File: src/rtl/level_regs_pkg.sv
package level_regs_pkg;
   // register offsets (byte address = 4 * index)
   localparam logic [4:0] CLOCK_RATIO_IDX = 5'h05;
   localparam logic [4:0] MONITOR_CTRL_IDX = 5'h06;
   localparam logic [4:0] CHAN_B_LEVEL_IDX = 5'h07;
   localparam logic [4:0] CHAN_A_LEVEL_IDX = 5'h08;
   localparam logic [4:0] INPUT_SEL_IDX = 5'h09;
   localparam logic [4:0] IRQ_POLARITY_IDX = 5'h0C;
   localparam logic [4:0] EVENT_FLAGS_IDX = 5'h0D;
   localparam logic [4:0] EVENT_MASK_IDX = 5'h0E;
   localparam logic [4:0] MODE_HIGH_IDX = 5'h0F;
   localparam logic [4:0] MODE_LOW_IDX = 5'h10;
   localparam logic [4:0] HOLD_CTRL_IDX = 5'h11;
   // field positions
   localparam int CLOCK_RATIO_LSB = 4;
   localparam int MONITOR_EN_BIT = 6;
   localparam int RAMP_EN_BIT = 4;
   localparam int ZERO_CROSS_BIT = 3;
   localparam int HOLD_BIT = 7;
   localparam int MUTE_BIT = 2;
   // event flag bits: clock fault 3, over range 1, under range 0
   localparam logic [7:0] EVENT_VALID_BITS = 8'h0B;
   // reset values
   localparam logic [2:0] CLOCK_RATIO_RST = 3'h0;
   localparam logic MONITOR_EN_RST = 1'b1;
   localparam logic [1:0] TRANSITION_RST = 2'h3;
   localparam logic [2:0] SOURCE_RST = 3'h1;
   localparam logic POLARITY_RST = 1'b0;
   localparam logic [7:0] FLAGS_RST = 8'h00;
   // level in 1/8 dB units; code LSB is 0.5 dB = 4 eighths
   localparam int LEVEL_W = 8;
   localparam logic [7:0] MUTE_LEVEL = 8'hA0;
   localparam int RAMP_FRAMES_PER_STEP = 1;
   localparam int ZC_TIMEOUT_SAMPLES = 512;
   localparam int ZC_TIMEOUT_MAX = 1024;
endpackage

File: src/rtl/level_step_if.sv
`timescale 1ns/100ps
interface level_step_if;
   logic [7:0] target;
   logic ramp_en;
   logic zc_en;
   logic frame_tick;
   logic [7:0] level;
   modport ctrl (output target, output ramp_en, output zc_en, output frame_tick, input level);
   modport chan (input target, input ramp_en, input zc_en, input frame_tick, output level);
endinterface

File: src/rtl/adc_pga_control_status_regs.sv
// Overview of operation
// - clock ratio field 6:4 picks divide 1,1.5,2,3,4; codes above 4 reserved
// - monitor enable bit 6 low floats both monitor pins, high drives them
// - level code is two's complement, LSB equals half a dB
// - channel B level at 07h, channel A at 08h, bits 7:6 reserved
// - transition mode: immediate, zero cross, ramp, ramp with zero cross (default)
// - ramp moves in eighth dB steps, 1 dB per 8 frame clocks
// - zero cross applies change at crossing or after 512 to 1024 samples
// - ramp plus zero cross: each eighth step waits crossing or timeout
// - crossing detect and timeout run separately for each channel
// - mute transitions follow the same ramp and crossing sequencing
// - source select: 000 microphone with boost, 001..110 line pairs, 111 reserved
// - polarity 1 gives active-high push-pull, 0 active-low open drain
// - flags are sticky and clear when the flag register is read
// - a masked flag always reads zero
// - flags reset to 00h: clock fault 3, over range 1, under range 0
// - mask bit 1 lets its condition set the flag, 0 blocks it
// - mode code per flag: high from 0Fh, low from 10h; 00 rise,01 fall,10 level
// - rise sets at start, fall at end, level while present
// - hold bit buffers mute and level writes, released together on clear
//
// Our own choice: register access over Wishbone.
`timescale 1ns/100ps
module adc_pga_control_status_regs (
   // clock and reset
   input wire logic clk_i,
   input wire logic rst_i,
   // wishbone slave
   input wire logic cyc_i,
   input wire logic stb_i,
   input wire logic we_i,
   input wire logic [6:0] adr_i,
   input wire logic [3:0] sel_i,
   input wire logic [31:0] dat_i,
   output logic [31:0] dat_o,
   output logic ack_o,
   output logic err_o,
   // converter side
   input wire logic frame_clock_i,
   input wire logic zero_cross_a_i,
   input wire logic zero_cross_b_i,
   input wire logic [7:0] event_cond_i,
   input wire logic mute_i,
   input wire logic [7:0] amp_out_left_i,
   input wire logic [7:0] amp_out_right_i,
   // controls to analog and clocking
   output logic [2:0] clock_ratio_o,
   output logic [2:0] input_source_o,
   output logic mic_boost_en_o,
   output logic [7:0] level_a_o,
   output logic [7:0] level_b_o,
   // monitor pins
   output logic [7:0] monitor_out_left_o,
   output logic [7:0] monitor_out_right_o,
   output logic monitor_oe_n_o,
   // interrupt pin
   output logic irq_o,
   output logic irq_oe_n_o
);
   logic [2:0] clock_ratio;
   logic monitor_en;
   logic [5:0] code_a, code_b, code_a_live, code_b_live;
   logic [1:0] transition;
   logic [2:0] source;
   logic polarity;
   logic [7:0] flags, mask, mode_hi, mode_lo;
   logic hold, mute_reg, mute_live;
   logic [2:0] frame_sync;
   logic frame_prev;
   logic [7:0] cond_q;
   logic [7:0] hit;
   logic req, wr, rd, flag_read;
   logic [4:0] idx;
   logic mapped;
   logic [7:0] rdata;
   logic frame_rise;
   level_step_if step_a ();
   level_step_if step_b ();

   assign req = cyc_i && stb_i && !ack_o && !err_o;
   assign idx = adr_i[6:2];
   assign wr = req && we_i && mapped && sel_i[0];
   assign rd = req && !we_i && mapped;
   assign flag_read = rd && idx == level_regs_pkg::EVENT_FLAGS_IDX;
   always_comb begin
      mapped = 1'b1;
      rdata = 8'h00;
      unique case (idx)
         level_regs_pkg::CLOCK_RATIO_IDX: rdata = {1'b0, clock_ratio, 4'h0};
         level_regs_pkg::MONITOR_CTRL_IDX: rdata = {1'b0, monitor_en, 6'h00};
         level_regs_pkg::CHAN_B_LEVEL_IDX: rdata = {2'h0, code_b};
         level_regs_pkg::CHAN_A_LEVEL_IDX: rdata = {2'h0, code_a};
         level_regs_pkg::INPUT_SEL_IDX: rdata = {3'h0, transition, source};
         level_regs_pkg::IRQ_POLARITY_IDX: rdata = {7'h00, polarity};
         level_regs_pkg::EVENT_FLAGS_IDX: rdata = flags & mask;
         level_regs_pkg::EVENT_MASK_IDX: rdata = mask;
         level_regs_pkg::MODE_HIGH_IDX: rdata = mode_hi;
         level_regs_pkg::MODE_LOW_IDX: rdata = mode_lo;
         level_regs_pkg::HOLD_CTRL_IDX: rdata = {hold, 4'h0, mute_reg, 2'h0};
         default: mapped = 1'b0;
      endcase
   end

   // bus answer one cycle after the request; unmapped gets err
   always_ff @(posedge clk_i) begin
      if (rst_i) begin
         ack_o <= 1'b0;
         err_o <= 1'b0;
         dat_o <= 32'h0000_0000;
      end else begin
         ack_o <= req && mapped;
         err_o <= req && !mapped;
         if (rd) dat_o <= {24'h000000, rdata};
      end
   end

   // plain configuration registers; reserved codes stored as written
   always_ff @(posedge clk_i) begin
      if (rst_i) begin
         clock_ratio <= level_regs_pkg::CLOCK_RATIO_RST;
         monitor_en <= level_regs_pkg::MONITOR_EN_RST;
         transition <= level_regs_pkg::TRANSITION_RST;
         source <= level_regs_pkg::SOURCE_RST;
         polarity <= level_regs_pkg::POLARITY_RST;
         mask <= 8'h00;
         mode_hi <= 8'h00;
         mode_lo <= 8'h00;
         hold <= 1'b0;
         mute_reg <= 1'b0;
      end else if (wr) begin
         unique case (idx)
            level_regs_pkg::CLOCK_RATIO_IDX: clock_ratio <= dat_i[level_regs_pkg::CLOCK_RATIO_LSB +: 3];
            level_regs_pkg::MONITOR_CTRL_IDX: monitor_en <= dat_i[level_regs_pkg::MONITOR_EN_BIT];
            level_regs_pkg::INPUT_SEL_IDX: begin
               transition <= dat_i[level_regs_pkg::ZERO_CROSS_BIT +: 2];
               source <= dat_i[2:0];
            end
            level_regs_pkg::IRQ_POLARITY_IDX: polarity <= dat_i[0];
            level_regs_pkg::EVENT_MASK_IDX: mask <= dat_i[7:0] & level_regs_pkg::EVENT_VALID_BITS;
            level_regs_pkg::MODE_HIGH_IDX: mode_hi <= dat_i[7:0] & level_regs_pkg::EVENT_VALID_BITS;
            level_regs_pkg::MODE_LOW_IDX: mode_lo <= dat_i[7:0] & level_regs_pkg::EVENT_VALID_BITS;
            level_regs_pkg::HOLD_CTRL_IDX: begin
               hold <= dat_i[level_regs_pkg::HOLD_BIT];
               mute_reg <= dat_i[level_regs_pkg::MUTE_BIT];
            end
            default: ;
         endcase
      end
   end

   // level codes as written
   always_ff @(posedge clk_i) begin
      if (rst_i) begin
         code_a <= 6'h00;
         code_b <= 6'h00;
      end else if (wr) begin
         if (idx == level_regs_pkg::CHAN_A_LEVEL_IDX) code_a <= dat_i[5:0];
         if (idx == level_regs_pkg::CHAN_B_LEVEL_IDX) code_b <= dat_i[5:0];
      end
   end

   // live copies follow only while hold is clear, so held writes land together
   always_ff @(posedge clk_i) begin
      if (rst_i) begin
         code_a_live <= 6'h00;
         code_b_live <= 6'h00;
         mute_live <= 1'b0;
      end else if (!hold) begin
         code_a_live <= code_a;
         code_b_live <= code_b;
         mute_live <= mute_reg || mute_i;
      end
   end

   // frame clock is a pin: three stages, edge when stages two and three agree
   always_ff @(posedge clk_i) begin
      if (rst_i) begin
         frame_sync <= 3'h0;
         frame_prev <= 1'b0;
      end else begin
         frame_sync <= {frame_sync[1:0], frame_clock_i};
         if (frame_sync[2] == frame_sync[1]) frame_prev <= frame_sync[2];
      end
   end
   assign frame_rise = frame_sync[2] && frame_sync[1] && !frame_prev;

   // mute drives the target to the floor, sequenced like any change
   assign step_a.target = mute_live ? level_regs_pkg::MUTE_LEVEL : {code_a_live, 2'h0};
   assign step_b.target = mute_live ? level_regs_pkg::MUTE_LEVEL : {code_b_live, 2'h0};
   assign step_a.ramp_en = transition[1];
   assign step_b.ramp_en = transition[1];
   assign step_a.zc_en = transition[0];
   assign step_b.zc_en = transition[0];
   assign step_a.frame_tick = frame_rise;
   assign step_b.frame_tick = frame_rise;

   level_sequencer #(.TIMEOUT(level_regs_pkg::ZC_TIMEOUT_SAMPLES)) seq_a (
      .clk_i(clk_i),
      .rst_i(rst_i),
      .zero_cross_i(zero_cross_a_i),
      .bus(step_a)
   );
   level_sequencer #(.TIMEOUT(level_regs_pkg::ZC_TIMEOUT_SAMPLES)) seq_b (
      .clk_i(clk_i),
      .rst_i(rst_i),
      .zero_cross_i(zero_cross_b_i),
      .bus(step_b)
   );

   always_ff @(posedge clk_i) begin
      if (rst_i) begin
         level_a_o <= 8'h00;
         level_b_o <= 8'h00;
         clock_ratio_o <= level_regs_pkg::CLOCK_RATIO_RST;
         input_source_o <= level_regs_pkg::SOURCE_RST;
         mic_boost_en_o <= 1'b0;
      end else begin
         level_a_o <= step_a.level;
         level_b_o <= step_b.level;
         clock_ratio_o <= clock_ratio;
         input_source_o <= source;
         mic_boost_en_o <= source == 3'h0;
      end
   end

   // monitor pins float while disabled
   always_ff @(posedge clk_i) begin
      if (rst_i) begin
         monitor_out_left_o <= 8'h00;
         monitor_out_right_o <= 8'h00;
         monitor_oe_n_o <= 1'b1;
      end else begin
         monitor_out_left_o <= amp_out_left_i;
         monitor_out_right_o <= amp_out_right_i;
         monitor_oe_n_o <= !monitor_en;
      end
   end

   // condition inputs come from same-clock logic, no synchroniser
   always_ff @(posedge clk_i) begin
      if (rst_i) cond_q <= 8'h00;
      else cond_q <= event_cond_i;
   end
   always_comb begin
      for (int i = 0; i < 8; i++) begin
         unique case ({mode_hi[i], mode_lo[i]})
            2'b00: hit[i] = event_cond_i[i] && !cond_q[i];
            2'b01: hit[i] = !event_cond_i[i] && cond_q[i];
            2'b10: hit[i] = event_cond_i[i];
            default: hit[i] = 1'b0;
         endcase
      end
   end

   // set wins over the read clear
   always_ff @(posedge clk_i) begin
      if (rst_i) flags <= level_regs_pkg::FLAGS_RST;
      else flags <= ((flag_read ? 8'h00 : flags) | (hit & mask)) & level_regs_pkg::EVENT_VALID_BITS;
   end

   // open drain drives only low; push-pull drives both levels
   always_ff @(posedge clk_i) begin
      if (rst_i) begin
         irq_o <= 1'b0;
         irq_oe_n_o <= 1'b1;
      end else begin
         irq_o <= polarity ? |(flags & mask) : 1'b0;
         irq_oe_n_o <= polarity ? 1'b0 : !(|(flags & mask));
      end
   end
endmodule // adc_pga_control_status_regs

File: src/rtl/level_sequencer.sv
`timescale 1ns/100ps
module level_sequencer #(
   parameter int TIMEOUT = level_regs_pkg::ZC_TIMEOUT_SAMPLES
) (
   // clock and reset
   input wire logic clk_i,
   input wire logic rst_i,
   // channel signal zero crossing, one-cycle pulse
   input wire logic zero_cross_i,
   // control
   level_step_if.chan bus
);
   if (TIMEOUT < 1 || TIMEOUT > level_regs_pkg::ZC_TIMEOUT_MAX) begin : g_bad_timeout
      $error("bad timeout");
   end
   logic [10:0] wait_cnt;
   logic [7:0] lvl;
   logic signed [8:0] diff;
   logic timed_out;
   logic apply;
   logic [7:0] next_level;
   assign bus.level = lvl;
   assign diff = $signed({lvl[7], lvl}) - $signed({bus.target[7], bus.target});
   assign timed_out = wait_cnt >= 11'(TIMEOUT);
   // with zero cross on, crossing or timeout gates each change, per channel
   // with crossing on, crossings pace the ramp; a crossing rarely meets a frame tick
   assign apply = diff != 0 && (bus.zc_en ? (zero_cross_i || timed_out) : (!bus.ramp_en || bus.frame_tick));
   always_comb begin
      next_level = lvl;
      if (bus.ramp_en) begin
         // one eighth dB per step; 8 steps per 8 frames is 1 dB
         if (diff < 0) next_level = lvl + 8'h01;
         else if (diff > 0) next_level = lvl - 8'h01;
      end else begin
         next_level = bus.target;
      end
   end
   always_ff @(posedge clk_i) begin
      if (rst_i) begin
         wait_cnt <= 11'h000;
      end else if (diff == 0 || apply) begin
         wait_cnt <= 11'h000;
      end else if (bus.zc_en && bus.frame_tick && !timed_out) begin
         wait_cnt <= wait_cnt + 11'h001;
      end
   end
   always_ff @(posedge clk_i) begin
      if (rst_i) begin
         lvl <= 8'h00;
      end else if (apply) begin
         lvl <= next_level;
      end
   end
endmodule // level_sequencer

File: config.mk
export PLATFORM = sky130hd
export DESIGN_NAME = adc_pga_control_status_regs
export DESIGN_NICKNAME = d
export VERILOG_FILES = /design/src/rtl/level_regs_pkg.sv /design/src/rtl/level_step_if.sv /design/src/rtl/adc_pga_control_status_regs.sv /design/src/rtl/level_sequencer.sv
export SDC_FILE = /design/constraint.sdc
export NUM_CORES = 1
export LEC_CHECK = 0
export ABC_AREA = 1
export BUFFER_PORTS_ARGS = -buffer_cell sky130_fd_sc_hd__buf_2
export CORE_UTILIZATION = 25
export DETAILED_ROUTE_END_ITERATION = 7
export PLACE_DENSITY = 0.43
export SETUP_SLACK_MARGIN = 0.2
export SLEW_MARGIN = 20
export SYNTH_ARGS = -nofsm -noshare
export SYNTH_HDL_FRONTEND = slang
export SYNTH_SLANG_ARGS = --single-unit
export TNS_END_PERCENT = 1
File: constraint.sdc
create_clock -name clk_i -period 2.6 [get_ports clk_i]
set_input_delay 0.39 -clock clk_i [delete_from_list [all_inputs] [get_ports clk_i]]
set_output_delay 0.39 -clock clk_i [all_outputs]
set_load 0.02 [all_outputs]
==> impl_results.md, run 1 <==
- RSZ-0062 raised after global routing: yes
- Min Clock Period, post-route: 2.548 ns
- IR Drop Worst-Case VDD: 0.0003371 V
- Worst path max stage delay: about 0.34 ns
- Max Clock Skew: 0.01093 ns
- Vias in the first global route: between 6000 and 7000
- Clock Latency Late Sink: 0.43 ns
- Num CTS Buffers: 17
- Yosys warns: 0
- Dpl ws: -0.1543 ns
- Finish-stage setup viols: 0
- Port Buffer Count: 93
- Post-Layout Cell Count: 1467
- Routability congestion estimate from global placement: a little over 0.8
- Layout cells sized above 1: 24.33%
- DRC Markers: 0
- Vias after detailed routing: 6363
- Post-DR vias/cell: around 4.3
- Antenna fix cells: 0
- Leak: 4.037 nW
- Synth top area cells: dfxtp_1 (42%), nand2_1 (11%), inv_1 (7.1%)
- Number of synthesized register bits: 146
- DR iter-0 viols: approximately 230
- Fillers: 2958
- WL final: between 15 and 20 mm
- Commonest cells in the netlist: nand2_1 (196), dfxtp_1 (146), inv_1 (130), nor2_1 (113), a21oi_1 (80)
- Post-synthesis sequential area ratio: 42.39%
- Area leader, netlist: dfxtp_1
- Most frequent cell after synthesis: nand2_1
- CTS tree: done
- Die height: 168.1 um
- Routed len/inst: 13.07 um
- Status: finished clean
- CP endpoint kind: flop
- Share of the synthesized area in the top cell type: 42.39%
- Slew Limit Fails: 0
- CTS Buffer Depth: 2
- Global route overflow: 0
- Final hold violations: 0
- Hpwl dp: 14.11 mm
- Slew headroom: 41.21%
- Startpoint Class: flop
- Worst EP required: 2.93 ns
- FMAX: 392.5 MHz
- Layout Nets: 1208
- Antenna Nets Post-Route: 0
- Post-synthesis area per instance: 7.243 um^2
- Largest net degree at the start of global routing: between 40 and 50
- CTS sink count: 146
- Worst-path clk slew: ~0.07 ns
- R2R cell count: 26
- Core footprint: 27030 um^2
- Number of antenna violations at the first check in global routing: 0
- Reg2reg end: seq_a.bus.level[6]
- H-tree depth: 4
- Total track usage: 14.03%
- Multi-input logic area: 3430 um^2
- Area delta synth->final: 29.36%
- Root buf cell: clkbuf_16
- CP max FO: 3
- Post-synthesis instance total: roughly 950
- Min-Delay Path Class: input port to flop
- CP Class: flop to flop
- Top FF cell, synth: dfxtp_1
- EDFF count, synth: 0
- Register-to-Register Setup Slack: 0.05 ns
- Worst hold start: frame_clock_i
- I/O pin count: 152
- Slowest stage cell, crit path: fa_2
- DR pass1 iterations: 4
- Synth unique cells: 50
- Min Hold Slack: 0.1551 ns
- Biggest regs: seq_a.wait_cnt: 11 flops, seq_b.wait_cnt: 11 flops
- Placed insts: ~1400
- Worst-margin pin slew: 0.8744 ns
- # rows: 60
- Die W: 168.1 um
- Reg-to-reg startpoint: code_a_live[0]
- Power Dens Cells: 925.8 nW/um^2
- Post-Synthesis Cell Area: slightly below 7000 um^2
- Max Cap Viol: 0
- Hold endpoint: frame_sync[0]
- Initial core utilization: 25.51%
- Critical path data arrival time: approximately 2.9 ns
- Die area: 28250 um^2
- Fin Setup TNS: 0 ns
- Final period util: between 90% and 100%
- FF/Latch Area: 2929 um^2
- Final setup margin: 0.05219 ns
- Post-synth ARST share: 0%
- Depth of the worst hold-timing path: 3
- First-pass GRT wire length: 31.19 mm
## how the worst max path moves through the flow
| stage | startpoint | end | slack, ns |
|---|---|---|---|
| after floorplan | mute_live | seq_a.bus.level[6] | 0.03 |
| after global placement | mute_live | seq_a.bus.level[6] | -0.17 |
| after detailed placement | mute_live | seq_a.bus.level[6] | -0.15 |
| after CTS | mute_live | seq_a.bus.level[6] | 0.003 |
| after global routing | mute_live | seq_b.bus.level[4] | -0.18 |
| final | code_a_live[0] | seq_a.bus.level[6] | 0.05 |
## worst max-delay path: cells and delay by family (launching register included)
kind / cells / cell delay, ns
buffers and inverters: 4 / 0.17
DFF: 1 / 0.32
and+or+nand+nor: 18 / 1.23
adders and majority gates: 3 / 0.65
AOI/OAI and AO/OA: 1 / 0.06
## placed cells by master, fill, tap and decap left out, types with 21 or more instances in the layout
cell type	synthesis	routed
nand2_1	196	186
nor3_1	21	21
nor2_1	113	109
nand3_1	56	48
inv_1	130	122
a21oi_1	80	79
conb_1	1	24
o21ai_0	48	48
buf_4	25	66
buf_2	3	93
dfxtp_1	146	143
## stage by stage
stage	power (mW)	cell area, um^2	utilization [%]
CTS	8.257	8856	32.77
detailed placement	5.462	8082	29.90
global placement	5.455	8082	29.90
finish	8.258	8920	33.00
floorplan	4.554	7003	-
global route	8.879	8920	33.00
## power breakdown
group | switching, mW | internal [mW]
registers | 0.133 | 2.40
logic | 1.84 | 1.39
clock network | 1.13 | 1.37
## kinds of logic after synthesis
family | synth area share (%)
adder cells (fa/ha/maj) | 3.665
AO/OA/AOI/OAI | 13.34
flip-flops | 42.39
XOR/XNOR | 2.141
buffers and inverters | 11.61
AND/OR/NAND/NOR | 26.80
other | 0.05438
## cell type report
class | count | share of cell area [%]
multi-input combinational | 648 | 38.45
inverter | 137 | 5.835
timing repair buffer | 163 | 11.47
tap | 341 | 4.783
clock buffer | 17 | 4.769
clock inverter | 15 | 1.852
sequential | 146 | 32.84
## timing repair
action                     CTS  global route
gates resized for setup     34            14
buffers inserted            10             1
setup endpoints to repair   38            38
pin swaps                   19            21
gates cloned                 0             1
hold buffers                 0             0
## metal layers
| metal | track usage (%) | part of all wire (%) |
|---|---|---|
| met5 | 0 | 0 |
| met4 | 4.822 | 1.4 |
| met3 | 2.774 | 3.6 |
| met2 | 23.37 | 46 |
| met1 | 18.04 | 49 |
Power figures use the tool's default switching activity.
==> run 2, diff against run 1 <==
CORE_MARGIN = 3   (was not set)
PLACE_DENSITY = 0.52   (was 0.43)
==> impl_results.md, run 2 (synthesis gave the netlist of run 1 again) <==
- Number of antenna violations at the first check in global routing: 0
- DR pass1 iterations: 5
- Root buf cell: clkbuf_16
- Antenna fix cells: 0
- Clock Latency Late Sink: 0.43 ns
- Failing checks: negative setup slack
- Global route overflow: 0
- Most common cell after layout, fill and taps aside: nand2_1
- Hpwl dp: 13.32 mm
- Worst EP required: 2.92 ns
- Min-Delay Path Class: input port to flop
- DRC Markers: 0
- Final hold violations: 0
- CP endpoint kind: flop
- Worst-margin pin slew: between 0.6 and 0.7 ns
- CP Class: flop to flop
- Delay-heaviest family, CP: simple AND/OR/NAND/NOR gates
- Layout Nets: 1203
- IR Drop Worst-Case VDD: about 0.0003 V
- Sw Pwr: 3.112 mW
- Power Dens Cells: 901.6 nW/um^2
- WL final: 18.43 mm
- RSZ-0062 raised after global routing: yes
- Vias in the first global route: 5885
- Multi-input logic area: between 3000 and 4000 um^2
- Most used cell, CP: nand2_2
- Vias after detailed routing: 6334
- FMAX: 381.8 MHz
- Final setup margin: -0.01912 ns
- Worst path max stage delay: 0.38 ns
- Finish-stage setup viols: 3
- Slew Limit Fails: 0
- Most frequent cells in the layout: nand2_1 (173), dfxtp_1 (142), inv_1 (122)
- Total track usage: 12.52%
- Fillers: 2841
- Die height: 172.1 um
- Switching part of the total: 37.94%
- H-tree depth: 4
- Max Clock Skew: 0.01176 ns
- # rows: 60
- Post-DR vias/cell: 4.332
- Num CTS Buffers: 17
- CTS tree: done
- Die area: 29610 um^2
- Slew headroom: 59.28%
- Initial core utilization: 25.51%
- Seq pwr share: 31.2%
- Biggest regs: seq_a.wait_cnt: 11 flops, seq_b.wait_cnt: 11 flops
- FF/Latch Area: a little under 3000 um^2
- Status: finished, violations left
- Die W: 172.1 um
- Min Clock Period, post-route: around 2.6 ns
- Port Buffer Count: 93
- Core footprint: between 20000 and 30000 um^2
- Largest net degree at the start of global routing: 50
- Slowest stage cell, crit path: dfxtp_4
- Comb power frac: 40.6%
- Area delta synth->final: 31.94%
- Startpoint Class: flop
- Worst-path clk slew: about 0.07 ns
- Final period util: 100.7%
- CP max FO: 5
- CTS sink count: 146
- Antenna Nets Post-Route: 0
- Final Util: roughly a third
- Routability congestion estimate from global placement: 0.8446
- CTS Buffer Depth: 2
- Critical path data arrival time: 2.94 ns
- Max Cap Viol: 0
- Clock power frac: 28.2%
- WP buf/inv: 3
- Leak: 4.026 nW
- First-pass GRT wire length: 29.57 mm
- I/O pin count: 152
- Internal power: ~5.1 mW
- Routed len/inst: 12.61 um
- Design area: 9097 um^2
- Dpl cell area: 8031 um^2
- DR iter-0 viols: between 300 and 400
- Layout cells sized above 1: roughly 27%
[run 2: what timing repair did]
item	CTS	global route
resized for setup	60	48
pin swaps	39	36
setup buffers	12	0
endpoints found under the setup margin	38	38
hold buffers	0	0
gates cloned	0	0
[run 2: metal layers]
layer  GRT usage, %  vias up  routed length (um)
met2          20.27      135                8488
met5              0        -                   0
met1          16.64     2851                8970
met4          3.749        0                 212
li1               -     3335                   -
met3          2.926       13                 759
[run 2: power by group through the flow]
stage / logic (mW) / registers [mW] / clock network [mW]
6_report: 3.33 / 2.56 / 2.31
5_1_grt: 3.75 / 2.58 / 2.48
4_1_cts: 3.04 / 2.55 / 2.38
3_5_place_dp: 2.81 / 2.59 / 0
3_3_place_gp: 2.80 / 2.59 / 0
2_1_floorplan: 1.91 / 2.65 / 0
[run 2: final timing paths]
path	endpoint	start	slack (ns)	cells after the start
max	seq_a.bus.level[6]	mute_live	-0.02	25
min	monitor_out_right_o[2]	amp_out_right_i[2]	0.16	3
max reg2reg	seq_a.bus.level[6]	mute_live	-0.02	25
min reg2reg	monitor_oe_n_o	monitor_en	0.40	1
[run 2: tightest hold or removal path: stages]
cell    delay, ns
buf_2        0.07
inv_1        0.03
nor2_1       0.06
[run 2: final cells by class]
| type | count | share of cell area, % |
|---|---|---|
| Tap cell | 341 | 4.690 |
| Inverter | 137 | 5.790 |
| Sequential cell | 146 | 32.21 |
| Clock buffer | 20 | 4.910 |
| Clock inverter | 12 | 1.114 |
| Multi-Input combinational cell | 647 | 40.09 |
| Timing Repair Buffer | 159 | 11.20 |
[run 2: stage by stage]
stage / worst slack [ns] / hold slack, ns / instances / TNS (ns) / power, mW
6_report: -0.01912 / 0.1619 / 1462 / -0.03402 / 8.202
5_1_grt: -0.2234 / 0.1420 / 1462 / -2.599 / 8.809
4_1_cts: -0.01918 / 0.1430 / 1462 / -0.01918 / 7.969
3_5_place_dp: -0.09095 / 0.3914 / 1418 / -0.3873 / 5.399
3_3_place_gp: -0.08296 / 0.3881 / 1418 / -0.3077 / 5.389
2_1_floorplan: 0.03018 / 0.3663 / 975 / 0 / 4.554
==> run 3, diff against run 2 <==
RECOVER_POWER = 50   (was not set)
==> impl_results.md, run 3 (synthesis gave the netlist of run 1 again) <==
- Port Buffer Count: 93
- CTS tree: done
- Max Clock Skew: 0.01167 ns
- Most used cell, CP: nand2_2
- Failing checks: negative setup slack
- Number of antenna violations at the first check in global routing: 0
- Vias in the first global route: a little under 6000
- Most common cell after layout, fill and taps aside: nand2_1
- Largest net degree at the start of global routing: 50
- RSZ-0062 raised after global routing: yes
- Clock Latency Late Sink: approximately 0.42 ns
- Max Cap Viol: 0
- H-tree depth: 4
- WL final: 18.46 mm
- IR Drop Worst-Case VDD: ~0.00031 V
- Vias after detailed routing: 6301
- Worst EP required: 2.92 ns
- Dpl cell area: approximately 8000 um^2
- Area delta synth->final: 31.16%
- Num CTS Buffers: 17
- Status: finished, violations left
- DR pass1 iterations: 5
- Post-DR vias/cell: 4.310
- Initial core utilization: 25.51%
- Layout Nets: 1203
- Placed insts: roughly 1400
- DRC Markers: 0
- CP max FO: 5
- Hpwl dp: 13.32 mm
- Routed len/inst: 12.63 um
- Startpoint Class: flop
- Slew Limit Fails: 0
- Final period util: 100.6%
- Hold Buf Count CTS: 0
- CP endpoint kind: flop
- Global route overflow: 0
- First-pass GRT wire length: 29.57 mm
- Min Hold Slack: 0.1623 ns
- Finish-stage setup viols: 3
- Most frequent cells in the layout: nand2_1 (174), dfxtp_1 (142), inv_1 (122)
- Antenna Nets Post-Route: 0
- Final Util: 33.46%
- Worst path max stage delay: 0.38 ns
- Worst-path clk slew: 0.07 ns
- I/O pin count: 152
- Antenna fix cells: 0
- Die area: ~30000 um^2
- Total track usage: 12.52%
- Min Clock Period, post-route: around 2.6 ns
- CTS Buffer Depth: 2
- # rows: 60
- Layout cells sized above 1: 23.73%
- Biggest regs: seq_a.wait_cnt: 11 flops, seq_b.wait_cnt: 11 flops
- Final hold violations: 0
- Design area: 9044 um^2
- Routability congestion estimate from global placement: 0.8446
- Slowest stage cell, crit path: dfxtp_4
- FMAX: between 300 and 400 MHz
- Worst-margin pin slew: 1.024 ns
- Min-Delay Path Class: input port to flop
- Root buf cell: clkbuf_16
- Die height: around 170 um
- Fillers: 2852
- Final setup margin: -0.01667 ns
- Critical path data arrival time: 2.93 ns
- DR iter-0 viols: ~310
- Die W: 172.1 um
- CP Class: flop to flop
- Post-Layout Cell Count: approximately 1500
- Leak: 3.894 nW
- Total power: a little over 8 mW
- CTS sink count: 146
- Core footprint: between 20000 and 30000 um^2
- Slew headroom: a little under a third
- Power Dens Cells: 905.2 nW/um^2
==> run 3: cell types whose count changed in the layout (fill, tap and decap cells not counted), sizes merged <==
cell    delta
buf       -35
clkbuf    +35
==> run 3: routing by layer <==
layer	global-route usage, %	vias up	routed length (um)
met5	0	-	0
met1	16.64	2826	9043
met2	20.27	124	8504
met4	3.749	0	212
met3	2.926	13	697
li1	-	3338	-
==> run 3: timing repair <==
| item | in CTS | in global routing |
|---|---|---|
| gates resized for setup | 60 | 48 |
| setup buffers | 12 | 0 |
| setup endpoints to repair | 38 | 38 |
| pin swaps | 39 | 36 |
==> run 3: worst paths after layout <==
kind | slack, ns | depth (start not counted) | end | from
worst max-delay path | -0.02 | 25 | seq_a.bus.level[6] | mute_live
worst min-delay path | 0.16 | 3 | monitor_out_right_o[2] | amp_out_right_i[2]
worst max register to register | -0.02 | 25 | seq_a.bus.level[6] | mute_live
worst min register to register | 0.40 | 1 | monitor_oe_n_o | monitor_en
==> run 3: cell type report <==
class,count,area (um^2),area share [%]
timing repair buffer,159,967.2,10.69
sequential,146,2930,32.40
multi-input combinational,647,3645,40.30
inverter,137,526.8,5.825
tap,341,426.7,4.718
clock inverter,12,101.3,1.121
clock buffer,20,446.7,4.939
==> run 3: power breakdown <==
group / internal, mW / switching, mW / leakage, nW
logic: 1.40 / 1.91 / 2.45
registers: 2.41 / 0.154 / 1.19
clock network: 1.27 / 1.04 / 0.257
total: 5.08 / 3.11 / 3.89
==> run 3: critical path, delay by kind of cell (launching register included) <==
| kind | cells | cell delay [ns] |
|---|---|---|
| compound gates | 1 | 0.06 |
| fa+ha+maj | 3 | 0.64 |
| buf+inv | 3 | 0.12 |
| flops | 1 | 0.38 |
| simple gates | 18 | 1.30 |
==> run 3: metrics by stage <==
stage               setup TNS [ns]  worst slack (ns)
global route                -2.597           -0.2234
CTS                       -0.01918          -0.01918
global placement           -0.3077          -0.08296
detailed placement         -0.3873          -0.09095
finish                    -0.04505          -0.01667
floorplan                        0           0.03018
